==> config.mk <==
export PLATFORM = sky130hd
export DESIGN_NAME = bdrc_top
export DESIGN_NICKNAME = d
export VERILOG_FILES = /design/src/design/bdrc_pkg.sv /design/src/design/bdrc_xfer.sv /design/src/design/bdrc_top.sv
export VERILOG_INCLUDE_DIRS = /design/src /design/src/design
export SDC_FILE = /design/constraint.sdc
export NUM_CORES = 1
export LEC_CHECK = 0
export BUFFER_PORTS_ARGS = -buffer_cell sky130_fd_sc_hd__buf_2
export CORE_MARGIN = 1.5
export CORE_UTILIZATION = 39
export CTS_BUF_LIST = sky130_fd_sc_hd__clkbuf_4 sky130_fd_sc_hd__clkbuf_8
export CTS_CLUSTER_DIAMETER = 30
export DETAILED_ROUTE_END_ITERATION = 10
export PLACE_DENSITY = 0.89
export SETUP_SLACK_MARGIN = 0.15
export SYNTH_ARGS = -nofsm -noshare
export SYNTH_HDL_FRONTEND = slang
export SYNTH_SLANG_ARGS = --single-unit
==> constraint.sdc <==
create_clock -name REF_CLK -period 2.25 [get_ports REF_CLK]
set_input_delay 0.225 -clock REF_CLK [delete_from_list [all_inputs] [get_ports REF_CLK]]
set_output_delay 0.225 -clock REF_CLK [all_outputs]
set_load 0.005 [all_outputs]
==> src/design/bdrc_cfg.svh <==
// Constants for the balance result status register block: offsets, fields, codes.
`ifndef BDRC_CFG_SVH
`define BDRC_CFG_SVH

// Register word indices; the byte address is four times the index.
`define BDRC_IDX_RESULT 10'h083
`define BDRC_IDX_IRQ_STAT 10'h090
`define BDRC_IDX_IRQ_EN 10'h091
`define BDRC_IDX_IRQ_CLR 10'h092

// Fields of the balance result status register.
`define BDRC_BIT_STATE_HI 15
`define BDRC_BIT_STATE_LO 14
`define BDRC_BIT_READY 13
`define BDRC_BIT_STROBE 0
`define BDRC_LANE_READY 1
`define BDRC_LANE_STROBE 0
`define BDRC_LANE_IRQ 0
`define BDRC_RESULT_RST 16'h0000

// Balancing state codes.
`define BDRC_ST_DISABLED 2'h0
`define BDRC_ST_ACTIVE 2'h1
`define BDRC_ST_DONE 2'h2
`define BDRC_ST_HALT 2'h3

// Upper bit of the balancing state code; it is set in both end codes.
`define BDRC_STATE_END_BIT 1
// Edges between a state input change and its showing in read data.
`define BDRC_STATE_LAG 2

// Upper bit of the balancing-measurement enable field; 0x means disabled.
`define BDRC_MEAS_EN_BIT 1

// Interrupt event bits and their count.
`define BDRC_EV_READY 0
`define BDRC_EV_REFUSED 1
`define BDRC_EV_END 2
`define BDRC_EV_W 3
`define BDRC_EV_RST 3'h0

// Smallest APB address width accepted; it holds the full 10-bit word index.
`define BDRC_MIN_ADDR_W 12

`endif

==> src/design/bdrc_pkg.sv <==
// Types shared by the balance result status register block.
package bdrc_pkg;

  // States of the result transfer sequencer.
  typedef enum logic [0:0] {
    BDRC_XF_IDLE = 1'b0,
    BDRC_XF_WAIT = 1'b1
  } bdrc_xfer_e;

  // State of the transfer sequencer.
  typedef struct packed {
    bdrc_xfer_e state;
    logic req;
  } bdrc_xfer_s;

  // State of the register block.
  typedef struct packed {
    logic [1:0] bal_state;
    logic ready;
    logic [2:0] irq_stat;
    logic [2:0] irq_en;
    logic irq;
    logic pready;
    logic pslverr;
    logic [31:0] prdata;
  } bdrc_top_s;

endpackage

==> src/design/bdrc_xfer.sv <==
// Sequencer that asks the filter to copy its results and waits for the copy.
`timescale 1ns/100ps
`default_nettype none

module bdrc_xfer
  import bdrc_pkg::*;
(
  input wire logic clk,
  input wire logic rst_n,
  input wire logic start,
  input wire logic copy_done,
  output logic copy_req,
  output logic busy,
  output logic done
);

  bdrc_xfer_s st_r;
  bdrc_xfer_s st_nxt;

  // A start is a one-cycle copy request; then the sequencer waits for the done pulse.
  always_comb begin
    st_nxt = st_r;
    st_nxt.req = 1'b0;
    unique case (st_r.state)
      BDRC_XF_IDLE: begin
        if (start) begin
          st_nxt.state = BDRC_XF_WAIT;
          st_nxt.req = 1'b1;
        end
      end
      BDRC_XF_WAIT: begin
        if (copy_done) begin
          st_nxt.state = BDRC_XF_IDLE;
        end
      end
    endcase
  end

  // State register.
  always_ff @(posedge clk or negedge rst_n) begin
    if (!rst_n) begin
      st_r <= '{state: BDRC_XF_IDLE, req: 1'b0};
    end else begin
      st_r <= st_nxt;
    end
  end

  // Busy covers the whole wait, so a second strobe cannot stack a request.
  assign copy_req = st_r.req;
  assign busy = (st_r.state == BDRC_XF_WAIT);
  assign done = busy & copy_done;

endmodule

`default_nettype wire

==> src/design/bdrc_top.sv <==
// Balance result status register with result transfer strobe, APB slave and interrupt.
//
// Functional notes
// Bits 15:14 show balancing state, read only.
// Bit 13 sets when results reach data registers.
// Writing 0 clears bit 13; 1 does nothing.
// Bit 13 always equals the scan setup flag.
// Mirror readable without the scan setup register.
// Strobe bit 0 copies filter results, then sets flag.
// Strobe self-clears and always reads zero.
// Strobe ignored in manual/disabled or enable 0x.
// Bits 12:1 read zero, writes ignored.
//
// The implementer's own choice: the APB interface to the registers.
`timescale 1ns/100ps
`default_nettype none

`include "bdrc_cfg.svh"

module bdrc_top
  import bdrc_pkg::*;
#(
  parameter int ADDR_W = 12
) (
  input wire logic REF_CLK,
  input wire logic RST_N,
  input wire logic PSEL,
  input wire logic PENABLE,
  input wire logic PWRITE,
  input wire logic [ADDR_W-1:0] PADDR,
  input wire logic [31:0] PWDATA,
  input wire logic [3:0] PSTRB,
  output logic [31:0] PRDATA,
  output logic PREADY,
  output logic PSLVERR,
  input wire logic [1:0] BAL_STATE,
  input wire logic BAL_MODE_AUTO,
  input wire logic [1:0] BAL_MEAS_EN,
  input wire logic SCAN_RESULTS_MOVED,
  input wire logic SCAN_FLAG_CLR,
  input wire logic IIR_COPY_DONE,
  output logic IIR_COPY_REQ,
  output logic RESULTS_READY_FLAG,
  output logic IRQ
);

  // ****************************************************************
  // Elaboration checks
  // ****************************************************************

  // Narrower addresses would cut the 10-bit word index short.
  if (ADDR_W < `BDRC_MIN_ADDR_W) begin : g_addr_chk
    $error("bdrc_top: ADDR_W too small for the register map");
  end

  // ****************************************************************
  // Declarations
  // ****************************************************************

  bdrc_top_s st_r;
  bdrc_top_s st_nxt;
  logic acc_ph;
  logic wr_acc;
  logic rd_ld;
  logic hit_result;
  logic hit_stat;
  logic hit_en;
  logic hit_clr;
  logic mapped;
  logic strobe_wr;
  logic strobe_ok;
  logic xfer_start;
  logic xfer_busy;
  logic xfer_done;
  logic xfer_req;
  logic ready_clr_sw;
  logic [`BDRC_EV_W-1:0] ev;
  logic [`BDRC_EV_W-1:0] irq_clr;

  // Word index compare; the two low address bits are ignored for aligned words.
  function automatic logic idx_is(input logic [ADDR_W-1:0] a, input logic [9:0] idx);
    return a[ADDR_W-1:2] == (ADDR_W-2)'(idx);
  endfunction

  // Assembles the 16-bit result status word; every unused bit reads zero.
  function automatic logic [15:0] result_word(input logic [1:0] bst, input logic rdy);
    logic [15:0] w;
    w = `BDRC_RESULT_RST;
    w[`BDRC_BIT_STATE_HI:`BDRC_BIT_STATE_LO] = bst;
    w[`BDRC_BIT_READY] = rdy;
    w[`BDRC_BIT_STROBE] = 1'b0;
    return w;
  endfunction

  // ****************************************************************
  // APB decode
  // ****************************************************************

  // One wait state: the access phase lasts two cycles and writes act at its end.
  assign acc_ph = PSEL & PENABLE;
  assign wr_acc = acc_ph & PWRITE & st_r.pready;
  assign rd_ld = acc_ph & ~PWRITE & ~st_r.pready;
  assign hit_result = idx_is(PADDR, `BDRC_IDX_RESULT);
  assign hit_stat = idx_is(PADDR, `BDRC_IDX_IRQ_STAT);
  assign hit_en = idx_is(PADDR, `BDRC_IDX_IRQ_EN);
  assign hit_clr = idx_is(PADDR, `BDRC_IDX_IRQ_CLR);
  assign mapped = hit_result | hit_stat | hit_en | hit_clr;

  // ****************************************************************
  // Result transfer strobe
  // ****************************************************************

  // The strobe is never stored, so it cannot be read back as one.
  assign strobe_wr = wr_acc & hit_result & PSTRB[`BDRC_LANE_STROBE] & PWDATA[`BDRC_BIT_STROBE];
  // Gating follows the balancing mode and measurement enable at the write edge.
  assign strobe_ok = BAL_MODE_AUTO & BAL_MEAS_EN[`BDRC_MEAS_EN_BIT] & ~xfer_busy;
  assign xfer_start = strobe_wr & strobe_ok;

  // Sequencer that owns the copy request and its completion.
  bdrc_xfer u_xfer (
    .clk(REF_CLK),
    .rst_n(RST_N),
    .start(xfer_start),
    .copy_done(IIR_COPY_DONE),
    .copy_req(xfer_req),
    .busy(xfer_busy),
    .done(xfer_done)
  );

  // A write of 0 in the upper byte lane clears the flag; a 1 is a no-op.
  assign ready_clr_sw = wr_acc & hit_result & PSTRB[`BDRC_LANE_READY] & ~PWDATA[`BDRC_BIT_READY];

  // ****************************************************************
  // Interrupt events
  // ****************************************************************

  // Events: results ready, strobe refused, balancing state reached an end code.
  always_comb begin
    ev = `BDRC_EV_RST;
    ev[`BDRC_EV_READY] = SCAN_RESULTS_MOVED | xfer_done;
    ev[`BDRC_EV_REFUSED] = strobe_wr & ~strobe_ok;
    ev[`BDRC_EV_END] = BAL_STATE[`BDRC_STATE_END_BIT] & ~st_r.bal_state[`BDRC_STATE_END_BIT];
  end

  // Clear mask from a write to the write-only clear register.
  assign irq_clr = (wr_acc & hit_clr & PSTRB[`BDRC_LANE_IRQ]) ? PWDATA[`BDRC_EV_W-1:0] : `BDRC_EV_RST;

  // ****************************************************************
  // Next state
  // ****************************************************************

  // All state moves together; the set terms are ORed last so a set beats a clear.
  always_comb begin
    st_nxt = st_r;
    st_nxt.bal_state = BAL_STATE;
    st_nxt.ready = (st_r.ready & ~ready_clr_sw & ~SCAN_FLAG_CLR)
                   | SCAN_RESULTS_MOVED | xfer_done;
    if (wr_acc & hit_en & PSTRB[`BDRC_LANE_IRQ]) begin
      st_nxt.irq_en = PWDATA[`BDRC_EV_W-1:0];
    end
    st_nxt.irq_stat = (st_r.irq_stat & ~irq_clr) | ev;
    st_nxt.irq = |(st_nxt.irq_stat & st_nxt.irq_en);
    st_nxt.pready = acc_ph & ~st_r.pready;
    st_nxt.pslverr = acc_ph & ~st_r.pready & ~mapped;
    st_nxt.prdata = '0;
    if (rd_ld) begin
      if (hit_result) begin
        st_nxt.prdata = 32'(result_word(st_r.bal_state, st_r.ready));
      end else if (hit_stat) begin
        st_nxt.prdata[`BDRC_EV_W-1:0] = st_r.irq_stat;
      end else if (hit_en) begin
        st_nxt.prdata[`BDRC_EV_W-1:0] = st_r.irq_en;
      end
    end
  end

  // ****************************************************************
  // State register
  // ****************************************************************

  // Every output below comes straight from this register or the sequencer's.
  always_ff @(posedge REF_CLK or negedge RST_N) begin
    if (!RST_N) begin
      st_r <= '0;
    end else begin
      st_r <= st_nxt;
    end
  end

  assign PRDATA = st_r.prdata;
  assign PREADY = st_r.pready;
  assign PSLVERR = st_r.pslverr;
  assign IIR_COPY_REQ = xfer_req;
  assign RESULTS_READY_FLAG = st_r.ready;
  assign IRQ = st_r.irq;

  // Read answer of the result register, sampled at the edge that ends it.
  logic rd_res_ans;
  logic wr_res_acc;
  assign rd_res_ans = acc_ph & ~PWRITE & st_r.pready & hit_result;
  assign wr_res_acc = wr_acc & hit_result;
endmodule

`default_nettype wire

==> reports/qor.csv <==
metric;value;unit
startpoint;PREADY;
max_clock_freq;0.5834;GHz
finish.utilization;45.46;%
grt_max_degree;21;
p_int;0.0004913;W
dieArea;3239;um^2
die_width;56.92;um
drive_above_1_share;34.46;%
nets;210;
dp.cells;174;
drv_cap;0;
synth.yosys.seq_area_share;44.15;%
antenna_found_initial;0;
synth-seq-cells;20;
avgSynthCellArea;9.944;um^2
fp.dieH;56.92;um
crit_arrival;1.90;ns
routed_via_density;4.615;
syn-cell-area;1134;um^2
crit_type;flip-flop to flip-flop;
numPortBuffers;38;
final_hold_viol_count;0;
layout_setup_ws;0.5358;ns
synthCells;114;
multi_input_area;462.9;um^2
hpwl;1636;um
cts_root_buffer;clkbuf_4;
grt_overflow;0;
cts_buffers;3;
crit_path_top_delay_cell;dfrtp_1;
clock_skew;0.002206;ns
r2r_start;PREADY;
crit_chain;and4_1, nand4_1, mux2_2, a221o_1;
min_from;BAL_STATE[0];
finalSetupViolations;0;
wire_per_inst;11.12;um
power_density;509.1;nW/um^2
layout_commonest_cell;buf_2;
syn_to_final_growth;10.60;%
drtIter0Drc;16;
ir_drop;0.0002840;V
finalCritPeriodShare;76.19;%
hold_path.class;input pin to flip-flop;
gp_congestion;0.7923;
slew_violations;0;
fin_crit;1.714;ns
cts_max_path_buffers;2;
track_usage;13.06;%
required;2.44;ns
drc;0;
vias;826;
crit_path_max_incr_delay;0.36;ns
drtPass1Iterations;3;
tns;0;ns
stdcell_count;179;
cts_tree;done;
critPathMaxFanout;7;
path_delay_family;simple AND/OR/NAND/NOR gates;
clkSlewWorstSetupHoldPaths;0.10;ns
start_kind;flip-flop;
synth.top_cell.area_share;44.15;%
pin_count;98;
antenna_left;0;
seq_area;500.5;um^2
netSwitchingPower;0.0001470;W
p_seq_share;57.4;%
final_cell_mix;buf_2 (38), conb_1 (26), dfrtp_1 (20), nand2_1 (8), nor2_1 (8);
core;2758;um^2
synth.distinct_cells;34;
wirelength;1991;um
cts_sinks;20;
clock_latency;0.30;ns
yosysTopAreaCell;dfrtp_1;
pre_cts_ws;0.5045;ns
p_clk_share;31.9;%
path_buf_inv;0;
synth.top_cells.by_area;dfrtp_1 (44%), buf_4 (21%), and3_1 (2.8%);
power;0.0006383;W
grt_pass1_wl;3208;um
cts_max_level;1;
synth_warnings;0;
initial_core_util;41.11;%
n_antenna_cell;0;
status;finished clean;
grt_setup_unrepaired;false;
grt_pass1_vias;731;
sw_frac_of_total;23.03;%
leakage;0.7104;nW
end_kind;flip-flop;
rows;19;
fillers;285;
combPwrFrac;10.8;%
-- sequential cells by signal, summed over array words and instances, names as in the netlist --
signal	flops
u_xfer.busy	1
st_r	8
PREADY	1
u_xfer.copy_req	1
PSLVERR	1
IRQ	1
PRDATA	6
RESULTS_READY_FLAG	1
-- layout make-up --
| class | count | area share, % |
|---|---|---|
| Clock buffer | 4 | 2.894 |
| Timing Repair Buffer | 39 | 15.97 |
| Inverter | 4 | 1.198 |
| Tap cell | 31 | 3.094 |
| Sequential cell | 20 | 39.92 |
| Multi-Input combinational cell | 81 | 36.93 |
-- routing by layer --
layer  vias up  track usage (%)  part of all wire (%)
li1        400                -                     -
met1       391            16.23                    39
met2        30            21.67                    53
met3         5            2.765                   6.2
met4         0            5.980                   1.7
met5         -                0                     0
-- kinds of logic (layout without fill, tap and decap cells) --
logic type	Yosys count	after routing	share of synthesized area, %
AND/OR/NAND/NOR	42	42	23.18
buffers and inverters	38	47	23.29
flip-flops	20	20	44.15
AO/OA/AOI/OAI	11	11	7.063
multiplexers	2	2	1.987
other	1	26	0.3308
-- through the flow --
stage	instance area (um^2)	hold WS [ns]
2_1_floorplan	1227	-0.07059
3_3_place_gp	1207	0.1781
3_5_place_dp	1207	0.1908
4_1_cts	1254	0.02810
5_1_grt	1254	0.01679
6_report	1254	0.03406
-- power groups by stage --
stage               clock [W]  combinational (W)  sequential [W]
CTS                  0.000211          0.0000691        0.000366
floorplan                   0          0.0000576        0.000374
finish               0.000203          0.0000686        0.000366
global placement            0          0.0000655        0.000373
detailed placement          0          0.0000673        0.000373
global route         0.000231          0.0000783        0.000367
-- final timing paths --
check                      slack [ns]          to  depth (start not counted)
max                              0.54         IRQ                          4
min                              0.03    st_r[42]                          1
max reg2reg                      0.54         IRQ                          4
min reg2reg                      0.48  PRDATA[14]                          1
max in group asynchronous        1.57    st_r[39]                          2
min in group asynchronous        0.38         IRQ                          2
-- cell usage after synthesis --
library cell,instances
nand3_1,1
nor4_1,1
and4_1,1
clkbuf_2,1
nor2_1,8
nand4_1,3
nor2b_1,1
or2_2,1
buf_4,32
o31ai_1,1
a221o_1,1
conb_1,1
or4_4,1
nor3_1,1
or3_1,1
and3b_1,2
and4bb_2,1
nor4_4,1
nand3b_1,2
a22oi_1,3
nand2_2,1
o21ai_0,3
clkbuf_1,1
a22oi_2,1
a21oi_1,1
nand2_1,8
dfrtp_1,20
nand2b_1,1
and4_2,1
nand4b_1,1
inv_1,4
a21o_1,1
mux2_2,2
and3_1,5
-- repair_timing --
action	4_1_cts	5_1_grt
setup endpoints to repair	0	0
hold buffers	1	0
hold endpoints to repair	20	0
buffers inserted	0	0
gates resized for setup	0	0
(Power assumes the default switching activity.)
